==> src/pkg/tmd_pkg.sv <==
package tmd_pkg;

	// Opcode prefixes, matched against the top bits of the 16-bit instruction word.
	localparam logic [7:0] OPC_TA_IMM = 8'h10;
	localparam logic [7:0] OPC_TB_IMM = 8'h11;
	localparam logic [8:0] OPC_TA_LO = 9'h028;
	localparam logic [8:0] OPC_TA_HI = 9'h029;
	localparam logic [8:0] OPC_TB_LO = 9'h02A;
	localparam logic [8:0] OPC_TB_HI = 9'h02B;
	localparam logic [4:0] OPC_WR_LD = 5'h1D;
	localparam logic [4:0] OPC_IND_RD = 5'h19;
	localparam logic [4:0] OPC_IND_WR = 5'h1B;
	localparam logic [7:0] OPC_PAGE = 8'h5D;
	localparam logic [8:0] OPC_CARRY_RD = 9'h0B2;

	// Instruction field positions.
	localparam int IMM_LSB = 0;
	localparam int ADR_LSB = 0;
	localparam int WSEL_LSB = 7;

	// Register offsets on the AHB-Lite slave.
	localparam logic [7:0] A_STATUS = 8'h00;
	localparam logic [7:0] A_TIMER = 8'h04;
	localparam logic [7:0] A_RAM_ADDR = 8'h08;
	localparam logic [7:0] A_RAM_DATA = 8'h0C;

	localparam logic [3:0] NIB_ZERO = 4'h0;
	localparam logic [7:0] BYTE_ZERO = 8'h00;
	localparam logic [6:0] ADDR_ZERO = 7'h00;
	localparam logic [31:0] WORD_ZERO = 32'h0000_0000;
	localparam logic [1:0] HTRANS_NONSEQ = 2'h2;
	localparam logic [2:0] HWR_PAD = 3'h0;

	typedef enum logic [3:0] {
		OP_NONE, OP_TA_IMM, OP_TB_IMM, OP_TA_LO, OP_TA_HI, OP_TB_LO, OP_TB_HI,
		OP_WR_LD, OP_IND_RD, OP_IND_WR, OP_PAGE, OP_CARRY_RD
	} tmd_op_t;

	typedef enum logic {ST_IDLE, ST_IND} tmd_state_t;

	typedef struct packed {
		logic [7:0] count;
		logic [3:0] preset_hi;
		logic [3:0] preset_lo;
		logic start;
	} tmd_timer_t;

endpackage : tmd_pkg

==> src/core/tmd_decoder.sv <==
// Functional notes
// - Timer A immediate load, start, one cycle
// - Memory nibble to timer A low preset
// - Prefix decodes timer A high preset write
// - Opcode loads and starts timer B
// - Prefix decodes timer B low preset write
// - Prefix decodes timer B high preset write
// - Memory nibble into selected working register
// - Paged indirect read, two cycles
// - Paged indirect write, two cycles
// - Memory nibble into page_select, one cycle
// - Carry into bit 0, zero_flag updated
`timescale 1ns/1ps
module tmd_decoder
(
	input wire logic mclk_i,
	input wire logic srst_i,
	input wire logic instr_valid_i,
	input wire logic [15:0] instr_i,
	output logic instr_ready_o,
	output logic done_o,
	input wire logic carry_flag_i,
	output logic zero_flag_o,
	output logic [3:0] acc_o,
	output logic [3:0] page_select_o,
	output tmd_pkg::tmd_timer_t timer_a_o,
	output tmd_pkg::tmd_timer_t timer_b_o,
	input wire logic hsel_i,
	input wire logic [31:0] haddr_i,
	input wire logic [1:0] htrans_i,
	input wire logic hwrite_i,
	input wire logic [2:0] hsize_i,
	input wire logic hready_i,
	input wire logic [31:0] hwdata_i,
	output logic [31:0] hrdata_o,
	output logic hreadyout_o,
	output logic hresp_o
);
	import tmd_pkg::*;
	localparam logic [2:0] HSIZE_WORD = 3'h2;

	logic [3:0] ram_mem [0:127];
	tmd_state_t state_reg;
	tmd_op_t op_d;
	logic accept;
	logic [6:0] r_addr;
	logic [3:0] mem_r;
	logic [6:0] ptr_reg;
	logic [3:0] wsel_reg;
	logic ind_wr_reg;
	logic done_reg;
	logic zero_reg;
	logic [3:0] acc_reg;
	logic [3:0] page_reg;
	tmd_timer_t ta_reg;
	tmd_timer_t tb_reg;
	logic core_we;
	logic [6:0] core_wa;
	logic [3:0] core_wd;
	logic ap_valid_reg;
	logic ap_write_reg;
	logic [7:0] ap_addr_reg;
	logic [6:0] bus_ram_addr_reg;
	logic [31:0] hrdata_reg;
	logic bus_ram_wr;

	function automatic tmd_op_t decode(input logic [15:0] ins);
		tmd_op_t op;
		op = OP_NONE;
		if (ins[15:8] == OPC_TA_IMM)
			op = OP_TA_IMM;
		else if (ins[15:8] == OPC_TB_IMM)
			op = OP_TB_IMM;
		else if (ins[15:7] == OPC_TA_LO)
			op = OP_TA_LO;
		else if (ins[15:7] == OPC_TA_HI)
			op = OP_TA_HI;
		else if (ins[15:7] == OPC_TB_LO)
			op = OP_TB_LO;
		else if (ins[15:7] == OPC_TB_HI)
			op = OP_TB_HI;
		else if (ins[15:11] == OPC_WR_LD)
			op = OP_WR_LD;
		else if (ins[15:11] == OPC_IND_RD)
			op = OP_IND_RD;
		else if (ins[15:11] == OPC_IND_WR)
			op = OP_IND_WR;
		else if (ins[15:8] == OPC_PAGE)
			op = OP_PAGE;
		else if (ins[15:7] == OPC_CARRY_RD)
			op = OP_CARRY_RD;
		return op;
	endfunction : decode

	function automatic logic [6:0] wr_addr(input logic [3:0] wsel);
		return {HWR_PAD, wsel};
	endfunction : wr_addr

	assign accept = instr_valid_i && (state_reg == ST_IDLE);
	assign op_d = decode(instr_i);
	assign r_addr = instr_i[ADR_LSB +: 7];
	assign mem_r = ram_mem[r_addr];
	assign instr_ready_o = (state_reg == ST_IDLE);

	// Indirect transfers read the pointer nibble in the first cycle and move data in the second.
	always_ff @(posedge mclk_i)
	begin
		if (srst_i)
		begin
			state_reg <= ST_IDLE;
			ptr_reg <= ADDR_ZERO;
			wsel_reg <= NIB_ZERO;
			ind_wr_reg <= 1'b0;
		end
		else if (state_reg == ST_IND)
			state_reg <= ST_IDLE;
		else if (accept && (op_d == OP_IND_RD || op_d == OP_IND_WR))
		begin
			state_reg <= ST_IND;
			ptr_reg <= {page_reg[2:0], mem_r};
			wsel_reg <= instr_i[WSEL_LSB +: 4];
			ind_wr_reg <= (op_d == OP_IND_WR);
		end
	end

	always_ff @(posedge mclk_i)
	begin
		if (srst_i)
			done_reg <= 1'b0;
		else
			done_reg <= (accept && op_d != OP_IND_RD && op_d != OP_IND_WR) || (state_reg == ST_IND);
	end

	// Every write into data memory from an instruction goes through this one port.
	always_comb
	begin
		core_we = 1'b0;
		core_wa = r_addr;
		core_wd = mem_r;
		if (state_reg == ST_IND)
		begin
			core_we = 1'b1;
			if (ind_wr_reg)
			begin
				core_wa = ptr_reg;
				core_wd = ram_mem[wr_addr(wsel_reg)];
			end
			else
			begin
				core_wa = wr_addr(wsel_reg);
				core_wd = ram_mem[ptr_reg];
			end
		end
		else if (accept && op_d == OP_WR_LD)
		begin
			core_we = 1'b1;
			core_wa = wr_addr(instr_i[WSEL_LSB +: 4]);
			core_wd = mem_r;
		end
		else if (accept && op_d == OP_CARRY_RD)
		begin
			core_we = 1'b1;
			core_wd = {HWR_PAD, carry_flag_i};
		end
	end

	// The bus is stalled rather than dropped when it would collide with an instruction write.
	assign bus_ram_wr = ap_valid_reg && ap_write_reg && (ap_addr_reg == A_RAM_DATA);

	always_ff @(posedge mclk_i)
	begin
		if (core_we)
			ram_mem[core_wa] <= core_wd;
		else if (bus_ram_wr)
			ram_mem[bus_ram_addr_reg] <= hwdata_i[3:0];
	end

	always_ff @(posedge mclk_i)
	begin
		if (srst_i)
		begin
			acc_reg <= NIB_ZERO;
			zero_reg <= 1'b1;
		end
		else if (accept && op_d == OP_CARRY_RD)
		begin
			acc_reg <= {HWR_PAD, carry_flag_i};
			zero_reg <= !carry_flag_i;
		end
	end

	always_ff @(posedge mclk_i)
	begin
		if (srst_i)
			page_reg <= NIB_ZERO;
		else if (accept && op_d == OP_PAGE)
			page_reg <= mem_r;
	end

	always_ff @(posedge mclk_i)
	begin
		if (srst_i)
			ta_reg <= '0;
		else
		begin
			ta_reg.start <= 1'b0;
			if (accept && op_d == OP_TA_IMM)
			begin
				ta_reg.count <= instr_i[IMM_LSB +: 8];
				ta_reg.preset_hi <= instr_i[IMM_LSB + 4 +: 4];
				ta_reg.preset_lo <= instr_i[IMM_LSB +: 4];
				ta_reg.start <= 1'b1;
			end
			else if (accept && op_d == OP_TA_LO)
				ta_reg.preset_lo <= mem_r;
			else if (accept && op_d == OP_TA_HI)
				ta_reg.preset_hi <= mem_r;
		end
	end

	always_ff @(posedge mclk_i)
	begin
		if (srst_i)
			tb_reg <= '0;
		else
		begin
			tb_reg.start <= 1'b0;
			if (accept && op_d == OP_TB_IMM)
			begin
				tb_reg.count <= instr_i[IMM_LSB +: 8];
				tb_reg.preset_hi <= instr_i[IMM_LSB + 4 +: 4];
				tb_reg.preset_lo <= instr_i[IMM_LSB +: 4];
				tb_reg.start <= 1'b1;
			end
			else if (accept && op_d == OP_TB_LO)
				tb_reg.preset_lo <= mem_r;
			else if (accept && op_d == OP_TB_HI)
				tb_reg.preset_hi <= mem_r;
		end
	end

	always_ff @(posedge mclk_i)
	begin
		if (srst_i)
		begin
			ap_valid_reg <= 1'b0;
			ap_write_reg <= 1'b0;
			ap_addr_reg <= BYTE_ZERO;
		end
		else if (hready_i)
		begin
			ap_valid_reg <= hsel_i && (htrans_i == HTRANS_NONSEQ) && (hsize_i == HSIZE_WORD);
			ap_write_reg <= hwrite_i;
			ap_addr_reg <= haddr_i[7:0];
		end
	end

	always_ff @(posedge mclk_i)
	begin
		if (srst_i)
			bus_ram_addr_reg <= ADDR_ZERO;
		else if (hreadyout_o && ap_valid_reg && ap_write_reg && ap_addr_reg == A_RAM_ADDR)
			bus_ram_addr_reg <= hwdata_i[6:0];
	end

	// Read data is captured at the address phase, so a read answers with no wait state.
	always_ff @(posedge mclk_i)
	begin
		if (srst_i)
			hrdata_reg <= WORD_ZERO;
		else if (hready_i && hsel_i && htrans_i == HTRANS_NONSEQ && hsize_i == HSIZE_WORD && !hwrite_i)
		begin
			case (haddr_i[7:0])
				A_STATUS: hrdata_reg <= {22'h000000, page_reg, acc_reg, !instr_ready_o, zero_reg};
				A_TIMER: hrdata_reg <= {8'h00, tb_reg.preset_hi, tb_reg.preset_lo, ta_reg.preset_hi,
					ta_reg.preset_lo, ta_reg.count};
				A_RAM_ADDR: hrdata_reg <= {25'h0000000, bus_ram_addr_reg};
				A_RAM_DATA: hrdata_reg <= {28'h0000000, ram_mem[bus_ram_addr_reg]};
				default: hrdata_reg <= WORD_ZERO;
			endcase
		end
	end

	assign hreadyout_o = !(bus_ram_wr && core_we);
	assign hresp_o = 1'b0;
	assign hrdata_o = hrdata_reg;
	assign done_o = done_reg;
	assign zero_flag_o = zero_reg;
	assign acc_o = acc_reg;
	assign page_select_o = page_reg;
	assign timer_a_o = ta_reg;
	assign timer_b_o = tb_reg;
endmodule : tmd_decoder

==> config.mk <==
export PLATFORM = sky130hd
export DESIGN_NAME = tmd_decoder
export DESIGN_NICKNAME = d
export VERILOG_FILES = /design/src/pkg/tmd_pkg.sv /design/src/core/tmd_decoder.sv
export SDC_FILE = /design/constraint.sdc
export NUM_CORES = 1
export LEC_CHECK = 0
export ABC_AREA = 1
export ABC_CLOCK_PERIOD_IN_PS = 6990
export BUFFER_PORTS_ARGS = -buffer_cell sky130_fd_sc_hd__buf_2
export CORE_MARGIN = 1
export CORE_UTILIZATION = 30
export CTS_CLUSTER_SIZE = 24
export DETAILED_ROUTE_END_ITERATION = 16
export PLACE_DENSITY = 0.44
export SLEW_MARGIN = 20
export SYNTH_ARGS = -nofsm -noshare
export SYNTH_HDL_FRONTEND = slang
export SYNTH_SLANG_ARGS = --single-unit
==> constraint.sdc <==
create_clock -name mclk_i -period 6.99 [get_ports mclk_i]
set_input_delay 0.3495 -clock mclk_i [delete_from_list [all_inputs] [get_ports mclk_i]]
set_output_delay 0.3495 -clock mclk_i [all_outputs]
set_load 0.05 [all_outputs]
Word level (Yosys, flattened, before mapping)
Memories as Yosys holds them, arrays and structs flattened. A register that Yosys moved wholly into a read port is not among the register bits.
Index checks and enable logic that the tools add are counted.
- bits in registers: 103
- RAM bits: 512
- input port bits: 92
- output and inout port bits: 79
- logic and storage cells: 143
- memories kept: 1
- equal/unequal tests: 33
- mux-type cells: 47
- bitwise gates (word level): 1
- reduce and logical (&&, ||, !) cells: 40
- memories (name ; depth ; bits a word ; rd ports ; clocked after Yosys merged registers in ; wr ports ; line ; text):
    ram_mem ; 128 ; 4 ; 4 ; 3 ; 1 ; tmd_decoder.sv:42 ; logic [3:0] ram_mem [0:127];
- operator list (operator ; number):
    $pmux W24 S4 ; 1
    $mux W4 ; 22
    $mux W7 ; 10
    $eq A9 B6 Y1 const B ; 4
    $eq A8 B4 Y1 const B ; 4
    $logic_and A1 B1 Y1 ; 25
    $eq A4 B3 Y1 const B ; 4
    $eq A4 B4 Y1 const B ; 4
    $eq A8 B5 Y1 const B ; 2
    $mux W8 ; 2
    $eq A5 B5 Y1 const B ; 3
    $mux W1 ; 12
    $eq A9 B8 Y1 const B ; 1
    $eq A4 B2 Y1 const B ; 2
    $eq A8 B3 Y1 const B ; 1
    $eq A8 B7 Y1 const B ; 1
    $logic_not A8 Y1 ; 1
    $ne A4 B4 Y1 const B ; 2
    $reduce_bool A2 Y1 ; 4
    $reduce_and A2 Y1 ; 3
    $eq A4 B1 Y1 const B ; 1
    $ne A2 B2 Y1 const B ; 2
    $reduce_or A4 Y1 ; 1
    $eq A3 B2 Y1 const B ; 1
    5 further kinds ; 8

Longest topological paths before layout
- depth after elaboration: 24
- gate-level depth with buffers: 16
- depth with buffers taken out: 16

Worst setup path after synthesis
No wires, ideal clock.
- path type: reg2reg
- from: reg (tool-made name)
- to: mem ram_mem[0][1], data pin
- arrival: 5.187 ns
- data required time: 6.100 ns
- path slack: 0.913 ns
- stages on the path, launching flop included: 14
- path buffers: 3
- clock period less this slack: 6.077 ns
- cell sequence: dfxtp_1 clkbuf_1 clkbuf_1 clkbuf_1 nand2_1 nand3_1 nand3_1 nand2_1 nand2_1 nand3_1 nand3_1 a21oi_1 o21bai_1 a21oi_1
- RTL lines (element ; line):
    to (decl) ; tmd_decoder.sv:42

Final worst setup path
- from: reg state_reg
- to: mem ram_mem[72][1] (enable)
- cells in the longest elaborated chain, start to end: 10
- elaborated cells on any way between the ends: 16
- RTL lines (element ; line ; text):
    from (decl) ; tmd_decoder.sv:43 ; tmd_state_t state_reg;
    from (signal assigned) ; tmd_decoder.sv:110 ; state_reg <= ST_IDLE;
    from (signal assigned) ; tmd_decoder.sv:116 ; state_reg <= ST_IDLE;
    from (signal assigned) ; tmd_decoder.sv:119 ; state_reg <= ST_IND;
    $not A1 Y1 (no source line) ; n/a ;
    $logic_and A1 B1 Y1 ; tmd_decoder.sv:99 ; assign accept = instr_valid_i && (state_reg == ST_IDLE);
    $logic_and A1 B1 Y1 ; tmd_decoder.sv:160 ; else if (accept && op_d == OP_CARRY_RD)
    $mux W1 ; tmd_decoder.sv:160 ;
    $mux W1 ; tmd_decoder.sv:154 ; else if (accept && op_d == OP_WR_LD)
    $mux W1 ; tmd_decoder.sv:140 ; if (state_reg == ST_IND)
    $mux W1 ; tmd_decoder.sv:172 ; if (core_we)
    $mux W1 (implied by the code) ; tmd_decoder.sv:175 ; ram_mem[bus_ram_addr_reg] <= hwdata_i[3:0];
    $reduce_or A4 Y1 (no source line) ; n/a ;
    $mux W7 (no source line) / $mux W1 (equally long branches) ; n/a ;
Several ways; a longest one is shown, not always the timed one.

==> summary.md <==
| Metric | Value |
|---|---|
| Status | `completed` |
| Worst Clk Skew | `about 0.021 ns` |
| DP HPWL | `slightly below 100000 um` |
| CTS max path bufs | `3` |
| CTS Sinks | `625` |
| Reg clk slew, reported paths | `roughly 0.060 ns` |
| # rows | `127` |
| Post-synth EDFFs | `just over 500` |
| Post-cts resize count | `0` |
| Skew-Pair Late Insertion Delay | `0.69 ns` |
| Die ar. | `123200 um^2` |
| First-pass GRT wire length | `between 200000 and 250000 um` |
| Final Net Count | `~5000` |
| Routed len/inst | `between 20 and 30 um` |
| H-tree levels | `3` |
| Mapped Cells | `4990` |
| Die span in x | `350.9 um` |
| Port Buffers | `109` |
| Slowest stage cell on the critical path | `nand3_2` |
| Total track usage | `0.2676` |
| Mapped Area | `36530 um^2` |
| Critical Path Fanout Max | `16` |
| Syn Area/Cell | `7.320 um^2` |
| Final min period | `between 4 and 5 ns` |
| RR Endpoint | `ram_mem[72][1]` |
| Main synth FF type | `edfxtp_1` |
| Fillcell total | `about 13000` |
| Largest net degree at the start of global routing | `143` |
| Worst Setup End Kind | `flip-flop` |
| Post-DRT Antenna Nets | `0` |
| Sequential-to-total area share from yosys stat | `0.4829` |
| Core Box Area | `approximately 120000 um^2` |
| Setup crit start kind | `flip-flop` |
| R2R setup slack | `2.44 ns` |
| Fraction of layout cells with a size suffix above 1 | `0.07316` |
| Cell depth of the worst flop-to-flop path | `10` |
| Ys async rst share | `0` |
| Slew Limit Fails | `0` |
| Final worst path period share | `0.6509` |
| Worst-margin pin slew | `around 1.3 ns` |
| Layout Utilization | `0.3422` |
| CP cell instances | `inv_2, nand2_4, inv_2, nand2_4, a21oi_1, o21ai_0, o21ai_1, o21ai_2, nand3_2, nor2_1` |
| Max VDD drop | `between 0.15 and 0.2 mV` |
| WP data required | `7.30 ns` |
| Ports | `between 150 and 200` |
| Via density | `5.556` |
| Congestion Overflow GR | `0` |
| Fin cells | `about 6600` |
| Power per cell area | `between 200 and 250 nW/um^2` |
| Setup TNS | `0 ns` |
| Top reg by flops | `ram_mem` |
| Peak Freq | `0.2198 GHz` |
| Final setup fails | `0` |
| First drt pass iteration count | `6` |
| Max reg flops | `around 500` |
| Root cell of the clock tree | `clkbuf_16` |
| Arr. time, crit path | `slightly below 5 ns` |
| HP Class | `primary input to flip-flop` |
| Hold path cells | `3` |
| Worst path bufs/invs | `2` |
| RSZ-0062 raised after global routing | `false` |
| Placed cell area | `approximately 38000 um^2` |
| Crit path kind | `flip-flop to flip-flop` |
| Max-Slew Margin vs Limit | `0.1515` |
| Initial Util | `0.3037` |
| LEAKAGE | `~16 nW` |
| CTS tree | `built` |
| Final Hold Violating Endpoints | `0` |
| RR Startpoint | `state_reg` |
| Drt initial violations | `between 4000 and 5000` |
| Die Ht | `between 300 and 400 um` |
| YS warnings | `0` |
| Crit-path max cell delay | `1.11 ns` |
| Placed cells | `6415` |
| Hold_sp | `hwdata_i[2]` |
| Post-synth cell types | `41` |
| Final Cell Area | `around 40000 um^2` |
| Area Overhead vs Synth | `12.71%` |
| WL final | `167400 um` |
| Worst Hold End | `bus_ram_addr_reg[2]` |
| FF+latch count, synth | `around 630` |
| Max-cap violations | `0` |
| Num CTS Buffers | `approximately 80` |
| Number of global-route vias before repair | `between 30000 and 40000` |
| Routed vias | `36530` |
| Routability cong. | `just under 0.9` |
| CP top delay family | `simple AND/OR/NAND/NOR gates` |
| Initial antenna violation count | `4` |
| Residual DRC | `0` |
-- worst reg2reg max path, stage by stage (launching register included) --
cell	delay (ns)
dfxtp_1	0.73
inv_2	0.25
nand2_4	0.15
inv_2	0.08
nand2_4	0.16
a21oi_1	0.08
o21ai_0	0.10
o21ai_1	0.10
o21ai_2	0.56
nand3_2	1.12
nor2_1	0.86
-- power breakdown --
group | switching, W | leakage [nW] | internal (W)
clock network | 0.00173 | 1.24 | 0.00237
registers | 0.0000148 | 5.50 | 0.00412
logic | 0.000651 | 9.29 | 0.000176
total | 0.00239 | 16.0 | 0.00666
-- cell families after synthesis --
family / synth area share
and+or+nand+nor: 0.4320
other: 0.0001027
buffers and inverters: 0.05155
AOI/OAI and AO/OA: 0.03350
DFF: 0.4829
-- synth_stat cells (all sizes together), types with 5 or more instances --
library cell | count | share of area
a21oi | 89 | 0.012
a22oi | 14 | 0.0029
buf | 113 | 0.014
clkbuf | 266 | 0.027
clkinv | 7 | 0.00072
dfxtp | 113 | 0.062
edfxtp | 512 | 0.42
inv | 91 | 0.0094
nand2 | 1948 | 0.20
nand3 | 1439 | 0.20
nand4 | 14 | 0.0027
nor2 | 260 | 0.028
nor3 | 5 | 0.00082
o21ai | 89 | 0.013
o221ai | 12 | 0.0029
o22ai | 5 | 0.00086
-- repair_timing --
action	4_1_cts	5_1_grt
hold buffers	15	0
endpoints found under the hold margin	13	0
setup buffers	0	0
-- cells in the final DEF (no fill, tap or decap), types with 15 or more instances in the layout --
| master | instances |
|---|---|
| edfxtp_1 | 512 |
| clkinv_2 | 18 |
| o21ai_0 | 80 |
| a21oi_1 | 85 |
| clkbuf_16 | 83 |
| inv_1 | 72 |
| dfxtp_1 | 105 |
| dlygate4sd3_1 | 15 |
| clkinv_1 | 21 |
| nor2_1 | 247 |
| nand3_1 | 1428 |
| buf_4 | 55 |
| buf_12 | 18 |
| buf_2 | 106 |
| nand2_1 | 1945 |
-- metal layers --
layer  global-route usage  vias up  wire length (um)
li1                     -    16690                 -
met1               0.3629    17480             70690
met2               0.4175     1946             74740
met3              0.04960      402             15170
met4               0.1095        8              6745
met5                    0        -                49
-- final cells by class --
| type | count | area [um^2] | area share |
|---|---|---|---|
| multi-input combinational | 3899 | 17090 | 0.4151 |
| sequential | 625 | 17660 | 0.4290 |
| timing repair buffer | 196 | 1480 | 0.03596 |
| clock buffer | 98 | 2155 | 0.05234 |
| clock inverter | 46 | 364.1 | 0.008844 |
| tap | 1612 | 2017 | 0.04899 |
| inverter | 98 | 397.9 | 0.009665 |
| antenna | 1 | 2.502 | 0.00006079 |
-- worst max-delay path by stage --
stage	from	to	slack [ns]	cells after the start
after floorplan	flip-flop	ram_mem[0][1]	0.91	13
after global placement	instr_i[0]	ram_mem[121][0]	2.41	16
after detailed placement	instr_i[0]	ram_mem[123][0]	2.41	16
after CTS	flip-flop	ram_mem[60][0]	2.52	15
after global routing	flip-flop	ram_mem[67][0]	2.26	15
final	state_reg	ram_mem[72][1]	2.44	10
-- metrics by stage --
stage	hold slack, ns	power, W	setup slack, ns
final	0.05554	0.009055	2.440
after detailed placement	0.4557	0.005017	2.407
after CTS	0.01314	0.009103	2.525
after global routing	0.05864	0.009301	2.264
after global placement	0.4509	0.005017	2.409
after floorplan	0.4454	0.004668	0.9133
Power figures use the tool's default switching activity.
